$ cat src/rtl/gic_pkg.sv
// constants, types and register map of the gate interval capture block
package gic_pkg;

   // ----------------------------------------------------------------
   // clock and timebases
   // ----------------------------------------------------------------
   localparam int unsigned CLK_HZ = 100_000_000;
   localparam int unsigned TB_FAST_HZ = 100_000_000;
   localparam int unsigned TB_MID_HZ = 20_000_000;
   localparam int unsigned TB_SLOW_HZ = 100_000;
   localparam int unsigned DIV_W = 10;
   localparam logic [DIV_W-1:0] DIV_MID_M1 = DIV_W'(CLK_HZ / TB_MID_HZ - 1);
   localparam logic [DIV_W-1:0] DIV_SLOW_M1 = DIV_W'(CLK_HZ / TB_SLOW_HZ - 1);
   localparam logic [DIV_W-1:0] DIV_RESET = 10'h000;

   // ----------------------------------------------------------------
   // register offsets (byte addresses)
   // ----------------------------------------------------------------
   localparam logic [7:0] ADDR_CTRL = 8'h00;
   localparam logic [7:0] ADDR_CFG = 8'h04;
   localparam logic [7:0] ADDR_STAT = 8'h08;
   localparam logic [7:0] ADDR_INT_STAT = 8'h0C;
   localparam logic [7:0] ADDR_INT_EN = 8'h10;
   localparam logic [7:0] ADDR_INT_CLR = 8'h14;
   localparam logic [7:0] ADDR_LAST = 8'h18;

   // ----------------------------------------------------------------
   // field positions and reset values
   // ----------------------------------------------------------------
   localparam int unsigned CTRL_ARM_BIT = 0;
   localparam int unsigned CTRL_DISARM_BIT = 1;
   localparam int unsigned CFG_W = 8;
   localparam int unsigned INT_W = 3;
   localparam int unsigned INT_DONE_BIT = 0;
   localparam int unsigned INT_OVERRUN_BIT = 1;
   localparam int unsigned INT_FIFO_OVF_BIT = 2;
   localparam logic [CFG_W-1:0] CFG_RESET = 8'h07;
   localparam logic [INT_W-1:0] INT_RESET = 3'h0;
   localparam logic [31:0] WORD_ZERO = 32'h0000_0000;

   // ----------------------------------------------------------------
   // types
   // ----------------------------------------------------------------
   typedef enum logic [2:0] {
      GIC_MODE_PULSE_SINGLE = 3'b000,
      GIC_MODE_PULSE_IMPLICIT = 3'b001,
      GIC_MODE_PULSE_SAMPLED = 3'b010,
      GIC_MODE_PULSE_HW_TIMED_SINGLE_POINT = 3'b011,
      GIC_MODE_SEMI_SINGLE = 3'b100,
      GIC_MODE_SEMI_IMPLICIT = 3'b101,
      GIC_MODE_PERIOD_SINGLE = 3'b110,
      GIC_MODE_NONE = 3'b111
   } gic_mode_t;

   typedef enum logic [1:0] {
      GIC_SRC_100M = 2'b00,
      GIC_SRC_20M = 2'b01,
      GIC_SRC_100K = 2'b10,
      GIC_SRC_ROUTED = 2'b11
   } gic_src_t;

   typedef enum logic [1:0] {
      GIC_ST_IDLE = 2'b00,
      GIC_ST_WAIT = 2'b01,
      GIC_ST_COUNT = 2'b10,
      GIC_ST_DONE = 2'b11
   } gic_state_t;

   // layout of the configuration register, bit 7 down to bit 0
   typedef struct packed {
      logic sclk_falling;
      logic src_falling;
      gic_src_t src;
      logic first_phase_select;
      gic_mode_t mode;
   } gic_cfg_t;

   typedef struct packed {
      logic phase_high;
      logic [31:0] ticks;
   } gic_sample_t;

endpackage

$ cat src/rtl/gic_top.sv
// gate interval capture counter with apb registers and dma fifo
//
// How it works
// - pulse mode measures high and low time
// - count selected source edges between gate edges
// - single pulse is two consecutive width captures
// - implicit pulse mode pushes every gate edge
// - after arm, wait for selected starting edge
// - setting selects first phase, high or low
// - sample clock pushes last complete pulse pair
// - hardware-timed single point equals sample-clocked mode
// - no pulse between sample clocks flags overrun
// - pulse pairs, semi-period singles, same hardware
// - no sample clock timing for semi-period
// - semi-period measures every consecutive gate interval
// - single semi-period acts like single width capture
// - implicit semi-period pushes every edge, first selectable
// - period mode counts one full gate period
// - source is 100M, 20M, 100k or routed
// - single capture stores, then ignores further edges
// - armed mid-phase waits for next active transition
//
// Design decisions made here: the APB interface to the registers and the register offsets.
`timescale 1ns/1ns
`default_nettype none

module gic_top #(
   parameter int unsigned FIFO_DEPTH = 16
) (
   // clock and reset
   input wire logic clk_sys_in,
   input wire logic sys_rst_in,
   // apb slave
   input wire logic psel_in,
   input wire logic penable_in,
   input wire logic pwrite_in,
   input wire logic [7:0] paddr_in,
   input wire logic [31:0] pwdata_in,
   output logic [31:0] prdata_out,
   output logic pready_out,
   output logic pslverr_out,
   // measured signals
   input wire logic gate_in,
   input wire logic sample_clk_in,
   input wire logic routed_src_in,
   // dma stream
   output logic dma_valid_out,
   output gic_pkg::gic_sample_t dma_data_out,
   input wire logic dma_ready_in,
   // interrupt
   output logic irq_out
);
   import gic_pkg::*;

   localparam int unsigned PTR_W = (FIFO_DEPTH > 1) ? $clog2(FIFO_DEPTH) : 1;

   function automatic logic addr_known(input logic [7:0] a);
      addr_known = (a == ADDR_CTRL) || (a == ADDR_CFG) || (a == ADDR_STAT) ||
                   (a == ADDR_INT_STAT) || (a == ADDR_INT_EN) ||
                   (a == ADDR_INT_CLR) || (a == ADDR_LAST);
   endfunction

   gic_cfg_t cfg_q;
   gic_state_t state_q;
   logic [INT_W-1:0] int_stat_q, int_en_q, int_set, int_clr;
   logic [DIV_W-1:0] div_cnt_q, div_limit;
   logic pready_q, apb_wr, arm_req, disarm_req;
   logic gate_prev_q, sclk_prev_q, src_prev_q;
   logic src_tick, gate_rise, gate_fall, gate_any, start_now, sclk_edge;
   logic [31:0] cnt_q, first_hold_q, pair_hi_q, pair_lo_q, pend_lo_q, last_q;
   logic cur_high_q, half_q, got_first_q, pair_ready_q, pend_q, seen_sclk_q;
   logic is_sampled, is_period, edge_evt, end_first, pair_now, pair_avail;
   logic sclk_evt, restart, finish, overrun_evt, ovf_evt;
   logic [31:0] now_hi, now_lo, take_hi, take_lo;
   logic push;
   gic_sample_t push_data;
   gic_sample_t mem_q [FIFO_DEPTH];
   logic [PTR_W-1:0] wr_ptr_q, rd_ptr_q;
   logic [PTR_W:0] fill_q;
   logic full, empty, pop, push_ok;

   // ----------------------------------------------------------------
   // apb slave: one wait state so read data comes from a flop
   // ----------------------------------------------------------------
   assign apb_wr = psel_in & penable_in & pready_q & pwrite_in;
   assign arm_req = apb_wr & (paddr_in == ADDR_CTRL) & pwdata_in[CTRL_ARM_BIT];
   assign disarm_req = apb_wr & (paddr_in == ADDR_CTRL) & pwdata_in[CTRL_DISARM_BIT];
   assign int_clr = (apb_wr && paddr_in == ADDR_INT_CLR) ? pwdata_in[INT_W-1:0] : INT_RESET;
   assign pready_out = pready_q;

   always_ff @(posedge clk_sys_in or posedge sys_rst_in) begin
      if (sys_rst_in) begin
         pready_q <= 1'b0;
         prdata_out <= WORD_ZERO;
         pslverr_out <= 1'b0;
      end else if (psel_in && penable_in && !pready_q) begin
         pready_q <= 1'b1;
         pslverr_out <= !addr_known(paddr_in);
         prdata_out <= WORD_ZERO;
         if (!pwrite_in) begin
            case (paddr_in)
               ADDR_CFG: prdata_out <= {24'h00_0000, cfg_q};
               ADDR_STAT: prdata_out <= {16'h0000, 8'(fill_q), 3'b000, pend_q,
                                         pair_ready_q, half_q, state_q};
               ADDR_INT_STAT: prdata_out <= {29'h0000_0000, int_stat_q};
               ADDR_INT_EN: prdata_out <= {29'h0000_0000, int_en_q};
               ADDR_LAST: prdata_out <= last_q;
               default: prdata_out <= WORD_ZERO;
            endcase
         end
      end else begin
         pready_q <= 1'b0;
         pslverr_out <= 1'b0;
      end
   end

   always_ff @(posedge clk_sys_in or posedge sys_rst_in) begin
      if (sys_rst_in) begin
         cfg_q <= gic_cfg_t'(CFG_RESET);
         int_en_q <= INT_RESET;
      end else if (apb_wr && paddr_in == ADDR_CFG) begin
         cfg_q <= gic_cfg_t'(pwdata_in[CFG_W-1:0]);
      end else if (apb_wr && paddr_in == ADDR_INT_EN) begin
         int_en_q <= pwdata_in[INT_W-1:0];
      end
   end

   // ----------------------------------------------------------------
   // source timebase: the 20M and 100k rates come from one divider
   // ----------------------------------------------------------------
   assign div_limit = (cfg_q.src == GIC_SRC_20M) ? DIV_MID_M1 : DIV_SLOW_M1;

   always_ff @(posedge clk_sys_in or posedge sys_rst_in) begin
      if (sys_rst_in) begin
         div_cnt_q <= DIV_RESET;
      end else if (div_cnt_q >= div_limit) begin
         div_cnt_q <= DIV_RESET;
      end else begin
         div_cnt_q <= div_cnt_q + 10'h001;
      end
   end

   always_comb begin
      case (cfg_q.src)
         GIC_SRC_100M: src_tick = 1'b1;
         GIC_SRC_20M, GIC_SRC_100K: src_tick = (div_cnt_q == div_limit);
         GIC_SRC_ROUTED: src_tick = cfg_q.src_falling ? (src_prev_q & ~routed_src_in)
                                                     : (~src_prev_q & routed_src_in);
         default: src_tick = 1'b0;
      endcase
   end

   // ----------------------------------------------------------------
   // edge detection on gate, sample clock and routed source
   // ----------------------------------------------------------------
   always_ff @(posedge clk_sys_in or posedge sys_rst_in) begin
      if (sys_rst_in) begin
         gate_prev_q <= 1'b0;
         sclk_prev_q <= 1'b0;
         src_prev_q <= 1'b0;
      end else begin
         gate_prev_q <= gate_in;
         sclk_prev_q <= sample_clk_in;
         src_prev_q <= routed_src_in;
      end
   end

   assign gate_rise = gate_in & ~gate_prev_q;
   assign gate_fall = ~gate_in & gate_prev_q;
   assign gate_any = gate_rise | gate_fall;
   assign start_now = cfg_q.first_phase_select ? gate_fall : gate_rise;
   assign sclk_edge = cfg_q.sclk_falling ? (sclk_prev_q & ~sample_clk_in)
                                        : (~sclk_prev_q & sample_clk_in);

   // ----------------------------------------------------------------
   // measurement events
   // ----------------------------------------------------------------
   // semi-period has no sampled encoding, so a sample clock never acts on it
   assign is_sampled = (cfg_q.mode == GIC_MODE_PULSE_SAMPLED) ||
                       (cfg_q.mode == GIC_MODE_PULSE_HW_TIMED_SINGLE_POINT);
   assign is_period = (cfg_q.mode == GIC_MODE_PERIOD_SINGLE);
   assign edge_evt = (state_q == GIC_ST_COUNT) & gate_any;
   assign end_first = cur_high_q != cfg_q.first_phase_select;
   assign pair_now = edge_evt & is_sampled & ~end_first & got_first_q;
   assign now_hi = cfg_q.first_phase_select ? cnt_q : first_hold_q;
   assign now_lo = cfg_q.first_phase_select ? first_hold_q : cnt_q;
   assign pair_avail = pair_ready_q | pair_now;
   assign take_hi = pair_now ? now_hi : pair_hi_q;
   assign take_lo = pair_now ? now_lo : pair_lo_q;
   assign sclk_evt = is_sampled & sclk_edge &
                     ((state_q == GIC_ST_WAIT) || (state_q == GIC_ST_COUNT));
   assign overrun_evt = sclk_evt & ~pair_avail & seen_sclk_q;
   // period mode keeps counting through the opposite edge
   assign restart = ((state_q == GIC_ST_WAIT) & start_now) |
                    (edge_evt & ~is_period);
   assign finish = edge_evt & ((cfg_q.mode == GIC_MODE_SEMI_SINGLE) |
                   ((cfg_q.mode == GIC_MODE_PULSE_SINGLE) & half_q) |
                   (is_period & start_now));

   always_comb begin
      push = 1'b0;
      push_data = '0;
      if (pend_q) begin
         push = 1'b1;
         push_data = '{phase_high: 1'b0, ticks: pend_lo_q};
      end else if (sclk_evt && pair_avail) begin
         push = 1'b1;
         push_data = '{phase_high: 1'b1, ticks: take_hi};
      end else if (edge_evt && !is_sampled && (!is_period || start_now)) begin
         push = 1'b1;
         push_data = '{phase_high: cur_high_q, ticks: cnt_q};
      end
   end

   // ----------------------------------------------------------------
   // arm / capture state
   // ----------------------------------------------------------------
   always_ff @(posedge clk_sys_in or posedge sys_rst_in) begin
      if (sys_rst_in) begin
         state_q <= GIC_ST_IDLE;
      end else if (disarm_req) begin
         state_q <= GIC_ST_IDLE;
      end else if (arm_req) begin
         state_q <= (cfg_q.mode == GIC_MODE_NONE) ? GIC_ST_IDLE : GIC_ST_WAIT;
      end else begin
         case (state_q)
            GIC_ST_WAIT: if (start_now) begin
               state_q <= GIC_ST_COUNT;
            end
            GIC_ST_COUNT: if (finish) begin
               state_q <= GIC_ST_DONE;
            end
            GIC_ST_IDLE, GIC_ST_DONE: state_q <= state_q;
            default: state_q <= GIC_ST_IDLE;
         endcase
      end
   end

   // a source edge in the gate edge cycle belongs to the new interval
   always_ff @(posedge clk_sys_in or posedge sys_rst_in) begin
      if (sys_rst_in) begin
         cnt_q <= WORD_ZERO;
         cur_high_q <= 1'b0;
      end else if (restart) begin
         cnt_q <= {31'h0000_0000, src_tick};
         cur_high_q <= gate_in;
      end else if (state_q == GIC_ST_COUNT && src_tick) begin
         cnt_q <= cnt_q + 32'h0000_0001;
      end
   end

   always_ff @(posedge clk_sys_in or posedge sys_rst_in) begin
      if (sys_rst_in) begin
         half_q <= 1'b0;
      end else if (arm_req) begin
         half_q <= 1'b0;
      end else if (edge_evt) begin
         half_q <= 1'b1;
      end
   end

   // ----------------------------------------------------------------
   // sample-clocked pulse pairing
   // ----------------------------------------------------------------
   always_ff @(posedge clk_sys_in or posedge sys_rst_in) begin
      if (sys_rst_in) begin
         first_hold_q <= WORD_ZERO;
         got_first_q <= 1'b0;
         pair_hi_q <= WORD_ZERO;
         pair_lo_q <= WORD_ZERO;
      end else if (arm_req) begin
         got_first_q <= 1'b0;
      end else if (edge_evt && is_sampled) begin
         if (end_first) begin
            first_hold_q <= cnt_q;
            got_first_q <= 1'b1;
         end else begin
            got_first_q <= 1'b0;
         end
         if (pair_now) begin
            pair_hi_q <= now_hi;
            pair_lo_q <= now_lo;
         end
      end
   end

   always_ff @(posedge clk_sys_in or posedge sys_rst_in) begin
      if (sys_rst_in) begin
         pair_ready_q <= 1'b0;
         seen_sclk_q <= 1'b0;
      end else if (arm_req) begin
         pair_ready_q <= 1'b0;
         seen_sclk_q <= 1'b0;
      end else if (sclk_evt) begin
         pair_ready_q <= 1'b0;
         seen_sclk_q <= 1'b1;
      end else if (pair_now) begin
         pair_ready_q <= 1'b1;
      end
   end

   // the low half of a pair goes out one cycle after the high half
   always_ff @(posedge clk_sys_in or posedge sys_rst_in) begin
      if (sys_rst_in) begin
         pend_q <= 1'b0;
         pend_lo_q <= WORD_ZERO;
      end else begin
         pend_q <= ~pend_q & sclk_evt & pair_avail;
         pend_lo_q <= take_lo;
      end
   end

   // ----------------------------------------------------------------
   // capture fifo drained by dma
   // ----------------------------------------------------------------
   // a push into a full fifo is dropped and flagged, never stalls capture
   assign full = (fill_q == (PTR_W + 1)'(FIFO_DEPTH));
   assign empty = (fill_q == '0);
   assign pop = dma_ready_in & ~empty;
   assign push_ok = push & ~full;
   assign ovf_evt = push & full;
   assign dma_valid_out = ~empty;
   assign dma_data_out = mem_q[rd_ptr_q];

   always_ff @(posedge clk_sys_in) begin
      if (push_ok) begin
         mem_q[wr_ptr_q] <= push_data;
      end
   end

   always_ff @(posedge clk_sys_in or posedge sys_rst_in) begin
      if (sys_rst_in) begin
         wr_ptr_q <= '0;
         rd_ptr_q <= '0;
         fill_q <= '0;
         last_q <= WORD_ZERO;
      end else begin
         if (push_ok) begin
            wr_ptr_q <= (wr_ptr_q == PTR_W'(FIFO_DEPTH - 1)) ? '0 : wr_ptr_q + 1'b1;
            last_q <= push_data.ticks;
         end
         if (pop) begin
            rd_ptr_q <= (rd_ptr_q == PTR_W'(FIFO_DEPTH - 1)) ? '0 : rd_ptr_q + 1'b1;
         end
         if (push_ok && !pop) begin
            fill_q <= fill_q + 1'b1;
         end else if (pop && !push_ok) begin
            fill_q <= fill_q - 1'b1;
         end
      end
   end

   // ----------------------------------------------------------------
   // interrupts: set wins over a clear in the same cycle
   // ----------------------------------------------------------------
   always_comb begin
      int_set = INT_RESET;
      int_set[INT_DONE_BIT] = finish & (state_q == GIC_ST_COUNT);
      int_set[INT_OVERRUN_BIT] = overrun_evt;
      int_set[INT_FIFO_OVF_BIT] = ovf_evt;
   end

   always_ff @(posedge clk_sys_in or posedge sys_rst_in) begin
      if (sys_rst_in) begin
         int_stat_q <= INT_RESET;
      end else begin
         int_stat_q <= (int_stat_q & ~int_clr) | int_set;
      end
   end

   assign irq_out = |(int_stat_q & int_en_q);

endmodule

`default_nettype wire

$ cat config.mk
export PLATFORM = sky130hd
export DESIGN_NAME = gic_top
export DESIGN_NICKNAME = d
export VERILOG_FILES = /design/src/rtl/gic_pkg.sv /design/src/rtl/gic_top.sv
export SDC_FILE = /design/constraint.sdc
export NUM_CORES = 1
export LEC_CHECK = 0
export BUFFER_PORTS_ARGS = -buffer_cell sky130_fd_sc_hd__buf_2
export CAP_MARGIN = 15
export CORE_MARGIN = 8
export CORE_UTILIZATION = 50
export DETAILED_ROUTE_END_ITERATION = 8
export PLACE_DENSITY = 0.66
export SYNTH_ARGS = -nofsm -noshare
export SYNTH_HDL_FRONTEND = slang
export SYNTH_SLANG_ARGS = --single-unit
$ cat constraint.sdc
create_clock -name clk_sys_in -period 13.7 [get_ports clk_sys_in]
set_input_delay 2.055 -clock clk_sys_in [delete_from_list [all_inputs] [get_ports clk_sys_in]]
set_output_delay 2.055 -clock clk_sys_in [all_outputs]
set_load 0.02 [all_outputs]
==> results.cfg <==
[worst_setup_path]
cp_top_family = buffers and inverters
max_stage_delay_ns = 0.84
critPathLaunchType = flop
critPathCaptureType = primary output
path_cells = buf_4 -> buf_4 -> mux4_2 -> mux4_2 -> buf_2
required_ns = 11.64
worst-path-buf-inv = 3
arrival_ns = 4.07
worstSetupPathType = flop to primary output
cp_max_fo = 67
slowest_stage = buf_4

[synth]
yosys_most_used_dff = edfxtp_1
async_flop_share_pct = 34.2
yosys_warnings = 0
ys_ff_latch = 802
synth_top_area_share_pct = 47.5
syn_inst = 1994
ys_seq_area_share_pct = 68.1
netlist_top_cells_area = edfxtp_1 (48%), dfrtp_1 (20%), mux4_2 (11%)
syn-num-nets = 2070
synth_cell_type_count = 77
syn_area_um2 = 33400
synth-edff-count = 528
syn_avg_cell_area_um2 = 16.7
synth_top_cell_by_area = edfxtp_1

[die]
core-area_um2 = 65900
io_pins = 118
die_area_um2 = 75200
die_w_um = 274
die_h_um = 274
num_rows = 94
start_util_pct = 50.7

[timing]
relSlewSlack_pct = 28.6
tightestPinTransition_ns = 1.07
setup_violations = 0
hold_violations = 0
rsz0062_at_grt = no
fin_crit_sh_pct = 44.7
fmax_ghz = 0.163
fin_setup_tns_ns = 0
finalMaxSlewViolations = 0
min_period_ns = 6.12
skew_ns = 0.0248

[detailed_routing]
drtPass1Iterations = 5
wl_per_cell_um = 25.9
vias = 18700
antenna_left = 0
vias_per_cell = 6.21
drt_wl_total_um = 77800
drc = 0
drt_iter0_drc = 1738

[finish]
drive_gt1_share_pct = 26.2
finish.utilization_pct = 56.9
final_common_cell = edfxtp_1
layout_common_cells = edfxtp_1 (528), dfrtp_1 (266), mux4_2 (165)
n_antenna_cell = 0
nNetsFinal = 2154
final_area_um2 = 37500
syn_to_final_growth_pct = 12.3

[clocking]
insertion_delay_ns = 0.64
clock_sinks = 802
numCtsBuffers = 82
htree_num_levels = 3
cts_hold_buffers = 0
cts_setup_buffers = 0
root_buffer = clkbuf_16
ctsResizeCount = 0
clk_pin_slew_ns = 0.06
cts_tree = built
cts_buffer_depth = 3

[global_route]
antenna_found_initial = 4
grt_pass1_wl_um = 118000
grt-ovfl-total = 0
grt_start_max_net_pins = 152
grt_pass1_vias = 19200
grt.total_usage_pct = 20.7

[outcome]
outcome = finished clean

[power]
switchingPower_uw = 1890
ir_drop_v = 0.000123
power_frac_clock_pct = 33.4
power_density_nw_per_um2 = 176
p_int_uw = 4720
p_comb_share_pct = 22.9
p_seq_share_pct = 43.7
switching_share_pct = 28.6
p_leak_uw = 0.0134

[placed_design]
dp_hpwl_um = 42800
routabilityCongestion = 0.799
io_buffers = 93
placed_cell_area_um2 = 34800

[hold_path]
min_path_type = flop to flop

[flow_run]
max-cap-violations = 0
sequential cells by signal (all words and copies together) (netlist names), 3 cells and up:
| signal | flops |
|---|---|
| cfg_q | 8 |
| cnt_q | 32 |
| div_cnt_q | 10 |
| fill_q | 5 |
| first_hold_q | 32 |
| int_en_q | 3 |
| int_stat_q | 3 |
| last_q | 32 |
| mem_q | 528 |
| pair_hi_q | 32 |
| pair_lo_q | 32 |
| pend_lo_q | 32 |
| prdata_out | 32 |
| rd_ptr_q | 4 |
| wr_ptr_q | 4 |
path summary, 6_finish.rpt:
| path | startpoint | end | slack, ns | depth (start not counted) |
|---|---|---|---|---|
| setup / recovery | rd_ptr_q[1] | dma_data_out[16] | 7.58 | 5 |
| hold / removal | prdata_out[3] | prdata_out[3] | 0.48 | 2 |
| setup reg to reg | state_q[0] | mem_q[3][29] | 9.33 | 11 |
| hold reg to reg | prdata_out[3] | prdata_out[3] | 0.48 | 2 |
| max in group asynchronous | sys_rst_in | cfg_q[3] | 10.78 | 3 |
| min in group asynchronous | sys_rst_in | pend_lo_q[12] | 1.53 | 2 |
area by class of cell:
cell class | count | area, um2
fill | 5020 | 28400
multi-input combinational | 1026 | 10100
timing repair buffer | 134 | 786
clock inverter | 50 | 482
tap | 864 | 1080
sequential | 802 | 22700
inverter | 32 | 128
clock buffer | 101 | 2210
synth_stat cells, types with 14 or more instances:
master,instances
a22o_1,23
and3_1,17
or3_1,22
a221o_1,29
nand2_1,81
o21ai_0,66
clkbuf_1,83
a22oi_1,14
a31oi_1,38
mux2_2,97
edfxtp_1,528
and2_1,30
dfrtp_1,271
buf_2,31
inv_1,31
nand3_1,24
ha_1,26
mux4_2,165
a21oi_1,132
mux2i_1,68
nor3_1,15
nor2_1,26
worst min-delay path, delay by kind of cell, from the launching register on:
family          cells  cell delay (ns)
flops               1             0.33
simple gates        1             0.05
compound gates      1             0.06
through the flow:
| step | power, uW | hold WS, ns | instances | setup slack (ns) |
|---|---|---|---|---|
| after floorplan | 4010 | 0.458 | 1994 | 4.10 |
| after global placement | 4460 | 0.467 | 2858 | 7.63 |
| after detailed placement | 4490 | 0.471 | 2858 | 7.60 |
| after CTS | 6690 | 0.484 | 3009 | 7.45 |
| after global routing | 6870 | 0.499 | 3009 | 7.30 |
| final | 6610 | 0.480 | 3009 | 7.58 |
cells by family (layout without fill, tap and decap cells):
| family | Yosys count | count (layout) | synth area share [%] |
|---|---|---|---|
| AO/OA/AOI/OAI | 369 | 369 | 7.12 |
| flip-flops | 802 | 802 | 68.1 |
| buffers and inverters | 166 | 317 | 2.09 |
| XOR/XNOR | 18 | 18 | 0.495 |
| AND/OR/NAND/NOR | 272 | 272 | 4.37 |
| adder cells (fa/ha/maj) | 27 | 27 | 1.04 |
| multiplexers | 340 | 340 | 16.8 |
power by group through the flow:
stage	Combinational (uW)	Clock, uW	Sequential, uW
after CTS	1560	2250	2890
after floorplan	1170	0	2840
after global placement	1530	0	2930
after detailed placement	1550	0	2940
after global routing	1620	2340	2910
final	1510	2210	2890
per-layer routing:
metal	vias up	global-route usage (%)	wire, um
met5	-	0	0
met1	9842	27.5	32400
met4	0	6.67	2310
met3	127	3.15	4520
met2	624	34.9	38600
li1	8079	-	-
(Power assumes the default switching activity.)
